--- src/homing_pkg.sv ---
// constants, register map and state codes for the axis homing sequencer
package homing_pkg;
    localparam int NAX = 5;
    localparam int DW  = 32;
    // ---------------------------------------------------------------
    // register map: group in paddr[7:5], word in paddr[4:2]
    // ---------------------------------------------------------------
    localparam logic [2:0] G_SCAL = 3'h0;
    localparam logic [2:0] G_VHI  = 3'h1;
    localparam logic [2:0] G_VLO  = 3'h2;
    localparam logic [2:0] G_TURN = 3'h3;
    localparam logic [2:0] G_PLIM = 3'h4;
    localparam logic [2:0] G_NLIM = 3'h5;
    localparam logic [2:0] G_ZERO = 3'h6;
    localparam logic [2:0] W_CFG   = 3'h0;
    localparam logic [2:0] W_CMD   = 3'h1;
    localparam logic [2:0] W_STAT  = 3'h2;
    localparam logic [2:0] W_GEAR  = 3'h3;
    localparam logic [2:0] W_VSLOW = 3'h4;
    localparam logic [2:0] W_VRET  = 3'h5;
    // ---------------------------------------------------------------
    // field positions
    // ---------------------------------------------------------------
    localparam int C_BUS  = 0;
    localparam int C_HS   = 1;
    localparam int C_IDX  = 2;
    localparam int C_MB   = 3;
    localparam int C_ABS  = 4;
    localparam int C_MT   = 5;
    localparam int C_MAN  = 6;
    localparam int C_LIM  = 7;
    localparam int C_DIR  = 8;
    localparam int C_GRAT = 16;
    localparam int K_AXIS = 0;
    localparam int K_GO   = 4;
    localparam int K_ABRT = 5;
    localparam int K_SETZ = 8;
    localparam int GR_RAT = 0;
    localparam int GR_FDR = 16;
    localparam int ST_BSY = 8;
    localparam int ST_LIM = 16;
    localparam int ST_STA = 24;
    localparam int TURN_W = 16;
    localparam logic [DW-1:0] RST_CFG = 32'h0000_0001;
    localparam logic signed [DW-1:0] LIM_MAX = 32'sh3B9A_C9FF;
    // ---------------------------------------------------------------
    // sequencer states
    // ---------------------------------------------------------------
    typedef enum logic [7:0] {
        S_IDLE  = 8'h01,
        S_FAST  = 8'h02,
        S_LOW   = 8'h04,
        S_SLOW  = 8'h08,
        S_HSEEK = 8'h10,
        S_HSTOP = 8'h20,
        S_RET   = 8'h40,
        S_STOP  = 8'h80
    } hstate_t;
endpackage

--- src/sync_flops.sv ---
// two-flop synchroniser for pin inputs
`timescale 1ns/1ns
module sync_flops #(
    parameter int W = 1
) (
    input  wire logic         sys_clk,
    input  wire logic         nrst,
    input  wire logic         ce,
    input  wire logic [W-1:0] din,
    output logic      [W-1:0] dout
);
    logic [W-1:0] meta_q;

    always_ff @(posedge sys_clk or negedge nrst) begin
        if (!nrst) begin
            meta_q <= '0;
            dout   <= '0;
        end else if (ce) begin
            meta_q <= din;
            dout   <= meta_q;
        end
    end
endmodule // sync_flops

--- src/axis_homing_sequencer.sv ---
// per-axis machine zero sequencer with apb registers
// Operation
// common return, index or no index
// high-speed return requires index pulse
// direction from per-axis direction bit
// fast velocity until slowdown switch
// high-speed: low velocity, seek index
// high-speed: stop at index, return
// common: very slow seek, immediate stop
// light indicator when stopped at zero
// clear indicator when off zero
// absolute turn offset replaces index
// multi-turn set needs all encoder bits
// set-zero bit captures absolute position
// absolute zero survives restart
// soft limits only when enabled, clamped
// per-axis grating fitted setting held
// direction or gear change loses zero
// operator resets other reference points
// no homing without switch or zero
// each axis supplies slowdown input
// no index: method select picks B/A
// parameters frozen during a sequence
//
// Design decisions made here: the register offsets and register access over APB.
`timescale 1ns/1ns
module axis_homing_sequencer
    import homing_pkg::*;
(
    input  wire logic                    sys_clk,
    input  wire logic                    nrst,
    input  wire logic                    ce,
    input  wire logic [7:0]              paddr,
    input  wire logic                    psel,
    input  wire logic                    penable,
    input  wire logic                    pwrite,
    input  wire logic [DW-1:0]           pwdata,
    output logic      [DW-1:0]           prdata,
    output logic                         pready,
    output logic                         pslverr,
    input  wire logic                    axis_x_slowdown_input,
    input  wire logic                    axis_y_slowdown_input,
    input  wire logic                    axis_z_slowdown_input,
    input  wire logic                    axis_four_slowdown_input,
    input  wire logic                    axis_five_slowdown_input,
    input  wire logic [NAX-1:0]          indexPulse,
    input  wire logic [NAX-1:0]          axisStopped,
    input  wire logic [NAX-1:0][DW-1:0]  axisPos,
    input  wire logic [NAX-1:0]          nvZeroValid,
    input  wire logic [NAX-1:0][DW-1:0]  nvZeroPos,
    output logic      [NAX-1:0]          axisMove,
    output logic                         moveNeg,
    output logic      [DW-1:0]           velCmd,
    output logic      [NAX-1:0]          zeroInd,
    output logic      [NAX-1:0]          zeroValid,
    output logic      [NAX-1:0][DW-1:0]  zeroPosOut,
    output logic      [NAX-1:0]          limitHit
);
    // -----------------------------------------------------------------
    // helpers
    // -----------------------------------------------------------------
    function automatic logic [DW-1:0] clampLim(input logic [DW-1:0] v);
        logic signed [DW-1:0] s;
        s = v;
        if (s > LIM_MAX)
            clampLim = LIM_MAX;
        else if (s < -LIM_MAX)
            clampLim = -LIM_MAX;
        else
            clampLim = v;
    endfunction

    // -----------------------------------------------------------------
    // pin synchronisers
    // -----------------------------------------------------------------
    logic [NAX-1:0] slowS, idxS, stopS, idxPrev_q;
    logic [NAX-1:0] slowRaw;
    assign slowRaw = {axis_five_slowdown_input, axis_four_slowdown_input,
                      axis_z_slowdown_input, axis_y_slowdown_input,
                      axis_x_slowdown_input};
    sync_flops #(.W(3*NAX)) u_sync (
        .sys_clk (sys_clk),
        .nrst    (nrst),
        .ce      (ce),
        .din     ({stopS_raw(axisStopped), indexPulse, slowRaw}),
        .dout    ({stopS, idxS, slowS})
    );
    function automatic logic [NAX-1:0] stopS_raw(input logic [NAX-1:0] v);
        stopS_raw = v;
    endfunction

    // -----------------------------------------------------------------
    // apb slave: one wait state, effect at the completing edge
    // -----------------------------------------------------------------
    logic [DW-1:0] cfg_q, gear_q, vSlow_q, vRet_q, rd;
    logic [DW-1:0] vHiR_q [NAX], vLoR_q [NAX], turnR_q [NAX];
    logic [DW-1:0] pLim_q [NAX], nLim_q [NAX];
    logic [NAX-1:0][DW-1:0] zeroPos_q;
    logic [NAX-1:0] absValid_q, homed_q, lost;
    logic [2:0] grp, wrd;
    logic       acc, wrEn, bad, go, abrt, mtEn;
    hstate_t    state_q, state_d;
    assign grp  = paddr[7:5];
    assign wrd  = paddr[4:2];
    assign acc  = psel & penable & ~pready;
    assign wrEn = psel & penable & pready & pwrite;
    assign mtEn = cfg_q[C_BUS] & cfg_q[C_ABS] & cfg_q[C_MT]
                & cfg_q[C_MAN];
    assign go   = wrEn && grp == G_SCAL && wrd == W_CMD && pwdata[K_GO];
    assign abrt = wrEn && grp == G_SCAL && wrd == W_CMD && pwdata[K_ABRT];

    always_comb begin
        rd  = '0;
        bad = 1'b0;
        if (grp == G_SCAL) begin
            case (wrd)
                W_CFG:   rd = cfg_q;
                W_CMD:   rd = '0;
                W_STAT:  rd = {state_q, 3'h0, limitHit, 7'h0, state_q != S_IDLE,
                               3'h0, zeroInd};
                W_GEAR:  rd = gear_q;
                W_VSLOW: rd = vSlow_q;
                W_VRET:  rd = vRet_q;
                default: bad = 1'b1;
            endcase
        end else if (wrd >= 3'(NAX) || grp == 3'h7) begin
            bad = 1'b1;
        end else begin
            case (grp)
                G_VHI:   rd = vHiR_q[wrd];
                G_VLO:   rd = vLoR_q[wrd];
                G_TURN:  rd = turnR_q[wrd];
                G_PLIM:  rd = pLim_q[wrd];
                G_NLIM:  rd = nLim_q[wrd];
                default: rd = zeroPos_q[wrd];
            endcase
        end
    end

    always_ff @(posedge sys_clk or negedge nrst) begin
        if (!nrst) begin
            pready  <= 1'b0;
            pslverr <= 1'b0;
            prdata  <= '0;
        end else if (ce) begin
            pready  <= acc;
            pslverr <= acc & bad;
            prdata  <= (acc && !pwrite) ? rd : '0;
        end
    end

    // -----------------------------------------------------------------
    // configuration writes; frozen copies only change when idle
    // -----------------------------------------------------------------
    always_comb begin
        lost = '0;
        if (wrEn && grp == G_SCAL && wrd == W_CFG)
            lost = cfg_q[C_DIR +: NAX] ^ pwdata[C_DIR +: NAX];
        if (wrEn && grp == G_SCAL && wrd == W_GEAR) begin
            lost = gear_q[GR_FDR +: NAX] ^ pwdata[GR_FDR +: NAX];
            if (gear_q[GR_RAT +: 16] != pwdata[GR_RAT +: 16])
                lost = '1;
        end
    end

    always_ff @(posedge sys_clk or negedge nrst) begin
        if (!nrst) begin
            cfg_q   <= RST_CFG;
            gear_q  <= '0;
            vSlow_q <= '0;
            vRet_q  <= '0;
            for (int i = 0; i < NAX; i++) begin
                vHiR_q[i]  <= '0;
                vLoR_q[i]  <= '0;
                turnR_q[i] <= '0;
                pLim_q[i]  <= '0;
                nLim_q[i]  <= '0;
            end
        end else if (ce && wrEn && !bad) begin
            case (grp)
                G_SCAL: begin
                    if (wrd == W_CFG)
                        cfg_q <= pwdata;
                    if (wrd == W_GEAR)
                        gear_q <= pwdata;
                    if (wrd == W_VSLOW)
                        vSlow_q <= pwdata;
                    if (wrd == W_VRET)
                        vRet_q <= pwdata;
                end
                G_VHI:   vHiR_q[wrd]  <= pwdata;
                G_VLO:   vLoR_q[wrd]  <= pwdata;
                G_TURN:  turnR_q[wrd] <= pwdata;
                G_PLIM:  pLim_q[wrd]  <= clampLim(pwdata);
                G_NLIM:  nLim_q[wrd]  <= clampLim(pwdata);
                default: ;
            endcase
        end
    end

    // -----------------------------------------------------------------
    // sequence capture of axis and parameters
    // -----------------------------------------------------------------
    logic [2:0]    ax_q;
    logic          hs_q, idx_q, mb_q, neg_q, absT_q;
    logic [DW-1:0] vHi_q, vLo_q, vS_q, vR_q, turn_q, idxPos_q;
    logic [2:0]    axW;
    logic          start, sd, ix, ixRise, st;
    assign axW   = pwdata[K_AXIS +: 3];
    // high-speed mode refuses a start without the index method
    assign start = go && cfg_q[C_BUS] && axW < 3'(NAX)
                && (!cfg_q[C_HS] || cfg_q[C_IDX]);
    assign sd    = slowS[ax_q];
    assign st    = stopS[ax_q];
    assign ix    = absT_q ? (axisPos[ax_q][TURN_W-1:0] == turn_q[TURN_W-1:0])
                          : idxS[ax_q];
    assign ixRise = ix & ~idxPrev_q[ax_q];

    always_ff @(posedge sys_clk or negedge nrst) begin
        if (!nrst) begin
            ax_q   <= '0;
            hs_q   <= 1'b0;
            idx_q  <= 1'b0;
            mb_q   <= 1'b0;
            neg_q  <= 1'b0;
            absT_q <= 1'b0;
            vHi_q  <= '0;
            vLo_q  <= '0;
            vS_q   <= '0;
            vR_q   <= '0;
            turn_q <= '0;
        end else if (ce && state_q == S_IDLE && start) begin
            ax_q   <= axW;
            hs_q   <= cfg_q[C_HS];
            idx_q  <= cfg_q[C_IDX];
            mb_q   <= cfg_q[C_MB];
            neg_q  <= cfg_q[C_DIR + int'(axW)];
            absT_q <= cfg_q[C_HS] & cfg_q[C_ABS];
            vHi_q  <= vHiR_q[axW];
            vLo_q  <= vLoR_q[axW];
            vS_q   <= vSlow_q;
            vR_q   <= vRet_q;
            turn_q <= turnR_q[axW];
        end
    end

    always_ff @(posedge sys_clk or negedge nrst) begin
        if (!nrst) begin
            idxPrev_q <= '0;
            idxPos_q  <= '0;
        end else if (ce) begin
            idxPrev_q <= idxS;
            // the active axis remembers its own index source, pin or turn match
            idxPrev_q[ax_q] <= ix;
            if (state_q == S_HSEEK && ixRise)
                idxPos_q <= axisPos[ax_q];
        end
    end

    // -----------------------------------------------------------------
    // homing state machine
    // -----------------------------------------------------------------
    always_comb begin
        state_d = state_q;
        case (state_q)
            S_IDLE:  if (start) state_d = S_FAST;
            S_FAST:  if (sd) state_d = S_LOW;
            S_LOW: begin
                if (!sd) begin
                    if (hs_q)
                        state_d = S_HSEEK;
                    else if (idx_q || mb_q)
                        state_d = S_SLOW;
                    else
                        state_d = S_STOP;
                end
            end
            S_SLOW: begin
                if (idx_q ? ixRise : sd)
                    state_d = S_STOP;
            end
            S_HSEEK: if (ixRise) state_d = S_HSTOP;
            S_HSTOP: if (st) state_d = S_RET;
            S_RET:   if (axisPos[ax_q] == idxPos_q) state_d = S_STOP;
            S_STOP:  if (st) state_d = S_IDLE;
            default: state_d = S_IDLE;
        endcase
        if (abrt && state_q != S_IDLE && state_q != S_STOP)
            state_d = S_STOP;
    end

    always_ff @(posedge sys_clk or negedge nrst) begin
        if (!nrst)
            state_q <= S_IDLE;
        else if (ce)
            state_q <= state_d;
    end

    // motion command follows the next state so it is registered
    always_ff @(posedge sys_clk or negedge nrst) begin
        if (!nrst) begin
            axisMove <= '0;
            moveNeg  <= 1'b0;
            velCmd   <= '0;
        end else if (ce) begin
            axisMove <= '0;
            moveNeg  <= neg_q;
            velCmd   <= '0;
            case (state_d)
                S_FAST: begin
                    // on the start edge the captured copies are not loaded yet
                    velCmd  <= state_q == S_IDLE ? vHiR_q[axW] : vHi_q;
                    moveNeg <= state_q == S_IDLE ? cfg_q[C_DIR + int'(axW)] : neg_q;
                end
                S_LOW:   velCmd <= vLo_q;
                S_HSEEK: velCmd <= vLo_q;
                S_SLOW:  velCmd <= mb_q && !idx_q ? vLo_q : vS_q;
                S_RET: begin
                    velCmd  <= vR_q;
                    moveNeg <= ~neg_q;
                end
                default: velCmd <= '0;
            endcase
            if (state_d inside {S_FAST, S_LOW, S_HSEEK, S_SLOW, S_RET})
                axisMove <= NAX'(1) << (state_q == S_IDLE ? axW : ax_q);
        end
    end

    // -----------------------------------------------------------------
    // zero state: incremental homed flags and absolute zero record
    // -----------------------------------------------------------------
    logic boot_q;
    logic [NAX-1:0] setz, homed_d, absValid_d, ind_d, lim_d;
    logic signed [DW-1:0] rel [NAX];
    assign setz = (wrEn && grp == G_SCAL && wrd == W_CMD && mtEn)
                ? pwdata[K_SETZ +: NAX] : '0;

    always_comb begin
        homed_d    = homed_q;
        absValid_d = absValid_q & ~lost;
        for (int i = 0; i < NAX; i++) begin
            if (stopS[i] == 1'b0 && !(state_q != S_IDLE && ax_q == 3'(i)))
                homed_d[i] = 1'b0;
            if (lost[i])
                homed_d[i] = 1'b0;
            rel[i] = axisPos[i] - zeroPos_q[i];
            lim_d[i] = cfg_q[C_LIM] && (rel[i] > $signed(pLim_q[i])
                    || rel[i] < $signed(nLim_q[i]));
        end
        if (state_q == S_STOP && st && !abrt)
            homed_d[ax_q] = 1'b1;
        absValid_d = absValid_d | setz;
        for (int i = 0; i < NAX; i++)
            ind_d[i] = mtEn ? absValid_d[i] && (setz[i]
                     || axisPos[i] == zeroPos_q[i]) : homed_d[i];
    end

    always_ff @(posedge sys_clk or negedge nrst) begin
        if (!nrst) begin
            boot_q     <= 1'b0;
            homed_q    <= '0;
            absValid_q <= '0;
            zeroPos_q  <= '0;
            zeroInd    <= '0;
            limitHit   <= '0;
        end else if (ce) begin
            boot_q   <= 1'b1;
            homed_q  <= homed_d;
            zeroInd  <= boot_q ? ind_d : '0;
            limitHit <= lim_d;
            if (!boot_q) begin
                absValid_q <= nvZeroValid;
                zeroPos_q  <= nvZeroPos;
            end else begin
                absValid_q <= absValid_d;
                for (int i = 0; i < NAX; i++)
                    if (setz[i])
                        zeroPos_q[i] <= axisPos[i];
            end
        end
    end
    assign zeroValid  = absValid_q;
    assign zeroPosOut = zeroPos_q;
endmodule // axis_homing_sequencer

--- config.mk ---
export PLATFORM = sky130hd
export DESIGN_NAME = axis_homing_sequencer
export DESIGN_NICKNAME = d
export VERILOG_FILES = /design/src/homing_pkg.sv /design/src/sync_flops.sv /design/src/axis_homing_sequencer.sv
export SDC_FILE = /design/constraint.sdc
export NUM_CORES = 2
export LEC_CHECK = 0
export ABC_AREA = 0
export ABC_CLOCK_PERIOD_IN_PS = 7900
export BUFFER_PORTS_ARGS = -buffer_cell sky130_fd_sc_hd__buf_2
export CORE_UTILIZATION = 50
export DETAILED_ROUTE_END_ITERATION = 6
export PLACE_DENSITY = 0.71
export RECOVER_POWER = 50
export SYNTH_ARGS = -nofsm -noshare
export SYNTH_HDL_FRONTEND = slang
export SYNTH_SLANG_ARGS = --single-unit
--- constraint.sdc ---
create_clock -name sys_clk -period 7.9 [get_ports sys_clk]
set_clock_uncertainty 0.1 [all_clocks]
set_input_delay 1.58 -clock sys_clk [delete_from_list [all_inputs] [get_ports sys_clk]]
set_output_delay 1.58 -clock sys_clk [all_outputs]
set_load 0.1 [all_outputs]
; Word-level counts from Yosys, hierarchy flattened
; Index checks and enable logic that the tools add are counted.
[classes]
n_addsub = 6
magnitude_cmp = 21
eq_ne = 43
shift = 1
mux = 112
n_bitwise = 26
n_reduce_logical = 87
[op_table]
columns = op, n
row1 = 32-bit two-way mux, 33
row2 = 32-bit binary-select mux with 3-bit select, 10
row3 = 160-bit bitwise mux, 5
row4 = 32-bit case mux with 5 select lines, 2
row5 = 32-bit == test, 6
row6 = 32-bit > comparator, 5
row7 = 32-bit less-than comparator, 5
row8 = 160-bit two-way mux, 1
row9 = 32-bit subtractor, 5
row10 = 32-bit case mux with 4 select lines, 1
row11 = 32-bit demux with 3-bit select, 1
row12 = 8-bit two-way mux, 11
row13 = 8-bit case mux with 8 select lines, 1
row14 = 1-bit logical AND, 43
row15 = 5-bit two-way mux, 8
row16 = "32-bit by 31-bit > comparator with 1-bit output, second input constant", 1
row17 = "32-bit by 31-bit less-than comparator with 1-bit output, second input constant", 1
row18 = 16-bit two-way mux, 2
row19 = 1-bit two-way mux, 28
row20 = 2-bit AND reduction, 11
row21 = "3-bit by 2-bit == test with 1-bit output, second input constant", 6
row22 = "3-bit == test, second input constant", 6
row23 = 16-bit == test, 1
row24 = "8-bit by 2-bit == test with 1-bit output, second input constant", 2
row25 = 41 further kinds, 101
[word_totals]
reg_bits = 1408
input_bits = 386
out_inout_bits = 247
elab_cells = 357

; Logic depth before layout (Yosys ltp)
[logic_depth]
word_depth = 15
ltp_mapped = 26
mapped_depth_nobuf = 26

; Hierarchy
; From an unflattened synthesis, not the netlist that was laid out.
[hier_totals]
cells_unflattened = 8161
area_unflattened_um2 = 84886.4
[by_module_without_submodules]
columns = mod, instances, cells_per_inst, area_each_um2, seq_area_each_um2
row1 = axis_homing_sequencer, 1, 8098, 83651.5, 34485.6
row2 = sync_flops, 1, 63, 1234.9, 750.7

; Least setup slack after synthesis
; Ideal clock, no wire load.
[synth_timing]
path_kind = in2reg
startpoint = input port axisPos[32] (netlist name)
endpoint = register limitHit[1]
setup_time_ns = 0.125
arrival_ns = 6.148
required_ns = 7.675
setup_slack_ns = 1.527
cell_stages = 23
path_buffers = 0
cell_sequence = inv_1 > ha_1 > inv_1 > fa_1 > a21o_1 > a221oi_1 > o21ai_0 > a21oi_1 > nor3_1 > o31ai_1 > a21boi_0 > or4_1 > a31o_2 > a21oi_1 > xnor2_1 > ha_1 > nand4_1 > nor4_1 > nand2_1 > o41ai_1 > xor2_1 > a31oi_1 > o2bb2ai_1
[synth_via]
elab_chain_len = 4
word_cells_on_any_way = 5
cone_classes = add/sub (1) / order compare (2) / reduce/logical (2)
[synth_rtl]
columns = item, line
row1 = "start, declared", axis_homing_sequencer.sv:48  ; input wire logic [NAX-1:0][DW-1:0] axisPos,
row2 = 32-bit subtractor (*), axis_homing_sequencer.sv:346  ; rel[i] = axisPos[i] - zeroPos_q[i];
row3 = 32-bit > comparator / 32-bit less-than comparator (equally long branches), "axis_homing_sequencer.sv:347, axis_homing_sequencer.sv:348"
row4 = 1-bit logical OR (*), axis_homing_sequencer.sv:348  ; || rel[i] < $signed(nLim_q[i]));
row5 = 1-bit logical AND (*), axis_homing_sequencer.sv:347  ; lim_d[i] = cfg_q[C_LIM] && (rel[i] > $signed(pLim_q[i])
row6 = "end signal, assigned", axis_homing_sequencer.sv:370  ; limitHit <= lim_d;
row7 = "end, declared", axis_homing_sequencer.sv:57  ; output logic [NAX-1:0] limitHit
; Mark *: on every way between the ends. The rest lies on a longest branch, timed or not.
; A chain may end at the register's enable or synchronous reset.

; Worst setup path after layout
[layout_timing]
startpoint = input port ce
endpoint = register vS_q[20]
[layout_via]
elab_chain_len = 2
[layout_rtl]
columns = item, line
row1 = "start, declared", axis_homing_sequencer.sv:32  ; input wire logic ce,
row2 = 1-bit logical AND (2 in series), axis_homing_sequencer.sv:232  ; end else if (ce && state_q == S_IDLE && start) begin
row3 = "end signal, assigned", axis_homing_sequencer.sv:241  ; vS_q <= vSlow_q;
row4 = "end, declared", axis_homing_sequencer.sv:206  ; logic [DW-1:0] vHi_q, vLo_q, vS_q, vR_q, turn_q, idxPos_q;
; No other way between the ends.

==> impl_metrics.csv <==
group,metric,value,unit
run_status,violations,"DRC, capacitance limit, slew limit",
synth,synth_xor_area_share,2.14,%
setup_path,slowest_delay,2.22,ns
sta,min_period_over_period,93.7,%
clocking,path_clk_slew,0.06,ns
sta,fmax,135,MHz
clocking,cts.sinks,1408,
synth,synth_top_area_share,41.1,%
synth,synth_compound_area_share,15.3,%
global_route,grt_pass1_vias,70400,
detailed_routing,first_pass_iters,7,
setup_path,path_buf_inv,5,
floorplanning,core_area,170000,µm²
setup_path,required,8.56,ns
clocking,ctsHoldBuffers,0,
global_route,grt_pass1_wl,557000,µm
sta,rsz0062_at_grt,"no",
global_route,grt_max_degree,232,
clocking,cts_buffers,157,
finish,final_core_util,56.8,%
global_route,grt.met2_usage,63.6,%
synth,syn_inst,8371,
global_route,grt-ovfl-total,0,
finish,nNetsFinal,9662,
sta,fin_hold_ws,0.369,ns
clocking,insertion_delay,0.84,ns
setup_path,crit_fanout,57,
setup_path,crit_type,"input port to flop",
synth,ys_ff_latch,1408,
sta,finalHoldViolations,0,
synth,synthArstFlopShare,100,%
worst_hold_path,min_path_type,"flop to flop",
finish,final_layout_size_suffix_gt1_share,23.0,%
global_route,grtUsageMet3,15.9,%
power,finalPower,19.5,mW
setup_path,cp.arrival,8.06,ns
setup_path,rrSetupSlack,1.07,ns
finish,fillers,14800,
detailed_routing,wl,404000,µm
place,dpl_worst_slack,0.151,ns
synth,netlist.top_cell.by_area,"dfrtp_1",
setup_path,r2r_end,"limitHit[3]",
clocking,ctsResizeCount,0,
setup_path,cp.depth,8,
place,numPortBuffers,630,
clocking,root_buffer,"clkbuf_16",
synth,ys.flop_type,"dfrtp_1",
setup_path,crit_start,"ce",
detailed_routing,drc,8,
place,dp_hpwl,308000,µm
synth,synth_adder_area_share,7.01,%
synth,yosys.cell_count.top_type,"dfrtp_1",
synth,synthMuxAreaShare,19.2,%
clocking,post_cts_buffers,0,
floorplanning,ios,633,
sta,maxSlewHeadroom,-174,%
sta,fin_setup_tns,0,ns
detailed_routing,antenna_left,0,
sta,fin_crit,7.40,ns
setup_path,endpoint,"vS_q[20]",
synth,synth_edf_count,0,
floorplanning,die_height,416,µm
global_route,grt_antenna_before_repair,83,
setup_path,reg2regPathDepth,23,
synth,synth_area,85500,µm²
synth,synth_area_leaders,"dfrtp_1 (41%), mux2_2 (8.6%), mux4_2 (8.0%)",
sta,setup_viol_count_final,0,
floorplanning,row_count,151,
synth,synth_cell_types,104,
synth,avgSynthCellArea,10.2,µm²
clocking,cts_max_path_buffers,3,
power,p_leak,44.1,nW
sta,fin_ws,0.501,ns
global_route,grt_usage,46.1,%
job,maxCapViolations,14,
place,gp_routability_congestion,1.09,
detailed_routing,vias,75100,
synth,synth_top_family_by_area,"multiplexers",
synth,syn_nets,9233,
synth,yosys_warnings,0,
synth,synth-simple-area-share,10.2,%
power,powerDensity,203,nW/µm²
detailed_routing,via_per_inst,6.71,
global_route,gr-usage-met1,62.6,%
finish,syn_to_final_growth,12.6,%
setup_path,crit_path_top_delay_cell,"clkbuf_1",
clocking,cts_tree,"built",
detailed_routing,wire_per_inst,36.1,µm
synth,ys_seq_area_share,41.2,%
run_status,status,"finished with violations",
floorplanning,initial_core_util,50.4,%
power,irDropWorstVdd,0.240,mV
clocking,htreeDepth,4,
setup_path,r2r-start,"zeroPosOut[97]",
synth,ys_top_cells_by_count,"dfrtp_1 (1406), nand2_1 (994), o21ai_0 (858)",
sta,drv_slew,1204,
floorplanning,die_w,416,µm
setup_path,start_kind,"input port",
global_route,top_usage_layer,"met2",
setup_path,path_cells,"clkbuf_1 > clkbuf_1 > inv_2 > clkbuf_2 > nor2_4 > buf_4 > nand2_1 > nand2_1",
floorplanning,die_area,173000,µm²
sta,worstMarginPinSlew,4.10,ns
setup_path,crit_path_end_kind,"flop",
detailed_routing,first_iter_violations,11200,
setup_path,critPathTopFamily,"buffers and inverters",
## placed cells by master, fill, tap and decap left out, types with 84 or more instances in the layout
cell type and count:
a22oi_1 118, nor2b_1 165, o21a_1 118, clkbuf_1 134, mux4_2 304, dfrtp_1 1403
a31oi_1 123, inv_1 527, nor2_1 224, clkbuf_16 159, a21oi_1 321, nor3_1 84
a21o_1 151, nand3_1 125, xnor2_1 140, mux2_2 651, buf_2 537, nand2_1 981
ha_1 471, buf_4 181, o21ai_0 857, mux2i_1 221, nand4_1 96
## sequential cells by signal (all words and copies together), names as in the netlist, 16 cells and up
name,count
vR_q,32
vRet_q,32
nLim_q,160
vLo_q,32
idxPos_q,32
vSlow_q,32
cfg_q,32
pLim_q,160
vLoR_q,160
gear_q,32
vS_q,32
turnR_q,160
vHi_q,32
zeroPosOut,160
velCmd,32
prdata,32
turn_q,16
vHiR_q,160
## area by class of cell
cell class	count	area (µm²)	area share (%)
multi-input combinational	5871	46300	48.1
tap	2218	2780	2.88
clock inverter	55	713	0.741
inverter	530	1990	2.07
antenna	52	130	0.135
timing repair buffer	832	4680	4.86
clock buffer	227	4480	4.66
sequential	1408	35200	36.6
## stage by stage
step / cells / area [µm²]
2_1_floorplan: 8371 / 85500
3_3_place_gp: 10900 / 91200
3_5_place_dp: 10900 / 91200
4_1_cts: 11100 / 96400
5_1_grt: 11200 / 96200
6_report: 11200 / 96300
## tightest hold or removal path, delay by kind of cell, from the launching register on
kind | cells | cell delay (ns)
flops | 1 | 0.34
simple gates | 2 | 0.10
## logic make-up (layout without fill, tap and decap cells)
logic type	Yosys count	after routing
AO/OA/AOI/OAI	2109	2109
XOR/XNOR	209	209
adder cells (fa/ha/maj)	476	476
buffers and inverters	1092	1644
flip-flops	1408	1408
multiplexers	1176	1176
other	0	52
AND/OR/NAND/NOR	1901	1901
## power by group
part	switching, mW	internal (mW)	total [mW]
combinational	3.10	1.26	4.37
clock	3.25	4.36	7.61
sequential	0.212	7.33	7.54
total	6.56	12.9	19.5
## routing by layer
metal | vias up | part of all wire (%)
met3 | 987 | 13
met5 | - | 0.13
met2 | 5018 | 41
li1 | 31100 | -
met1 | 38000 | 40
met4 | 40 | 6.7
## worst min path at each step
stage,from,end,slack (ns),depth (start not counted)
final,vS_q[5],vS_q[5],0.37,2
after global routing,vS_q[18],vS_q[18],0.39,2
after CTS,vS_q[5],vS_q[5],0.37,2
after detailed placement,vS_q[5],vS_q[5],0.36,2
after global placement,vS_q[18],vS_q[18],0.35,2
after floorplan,vR_q[0],vR_q[0],0.34,2
Power figures use the tool's default switching activity.
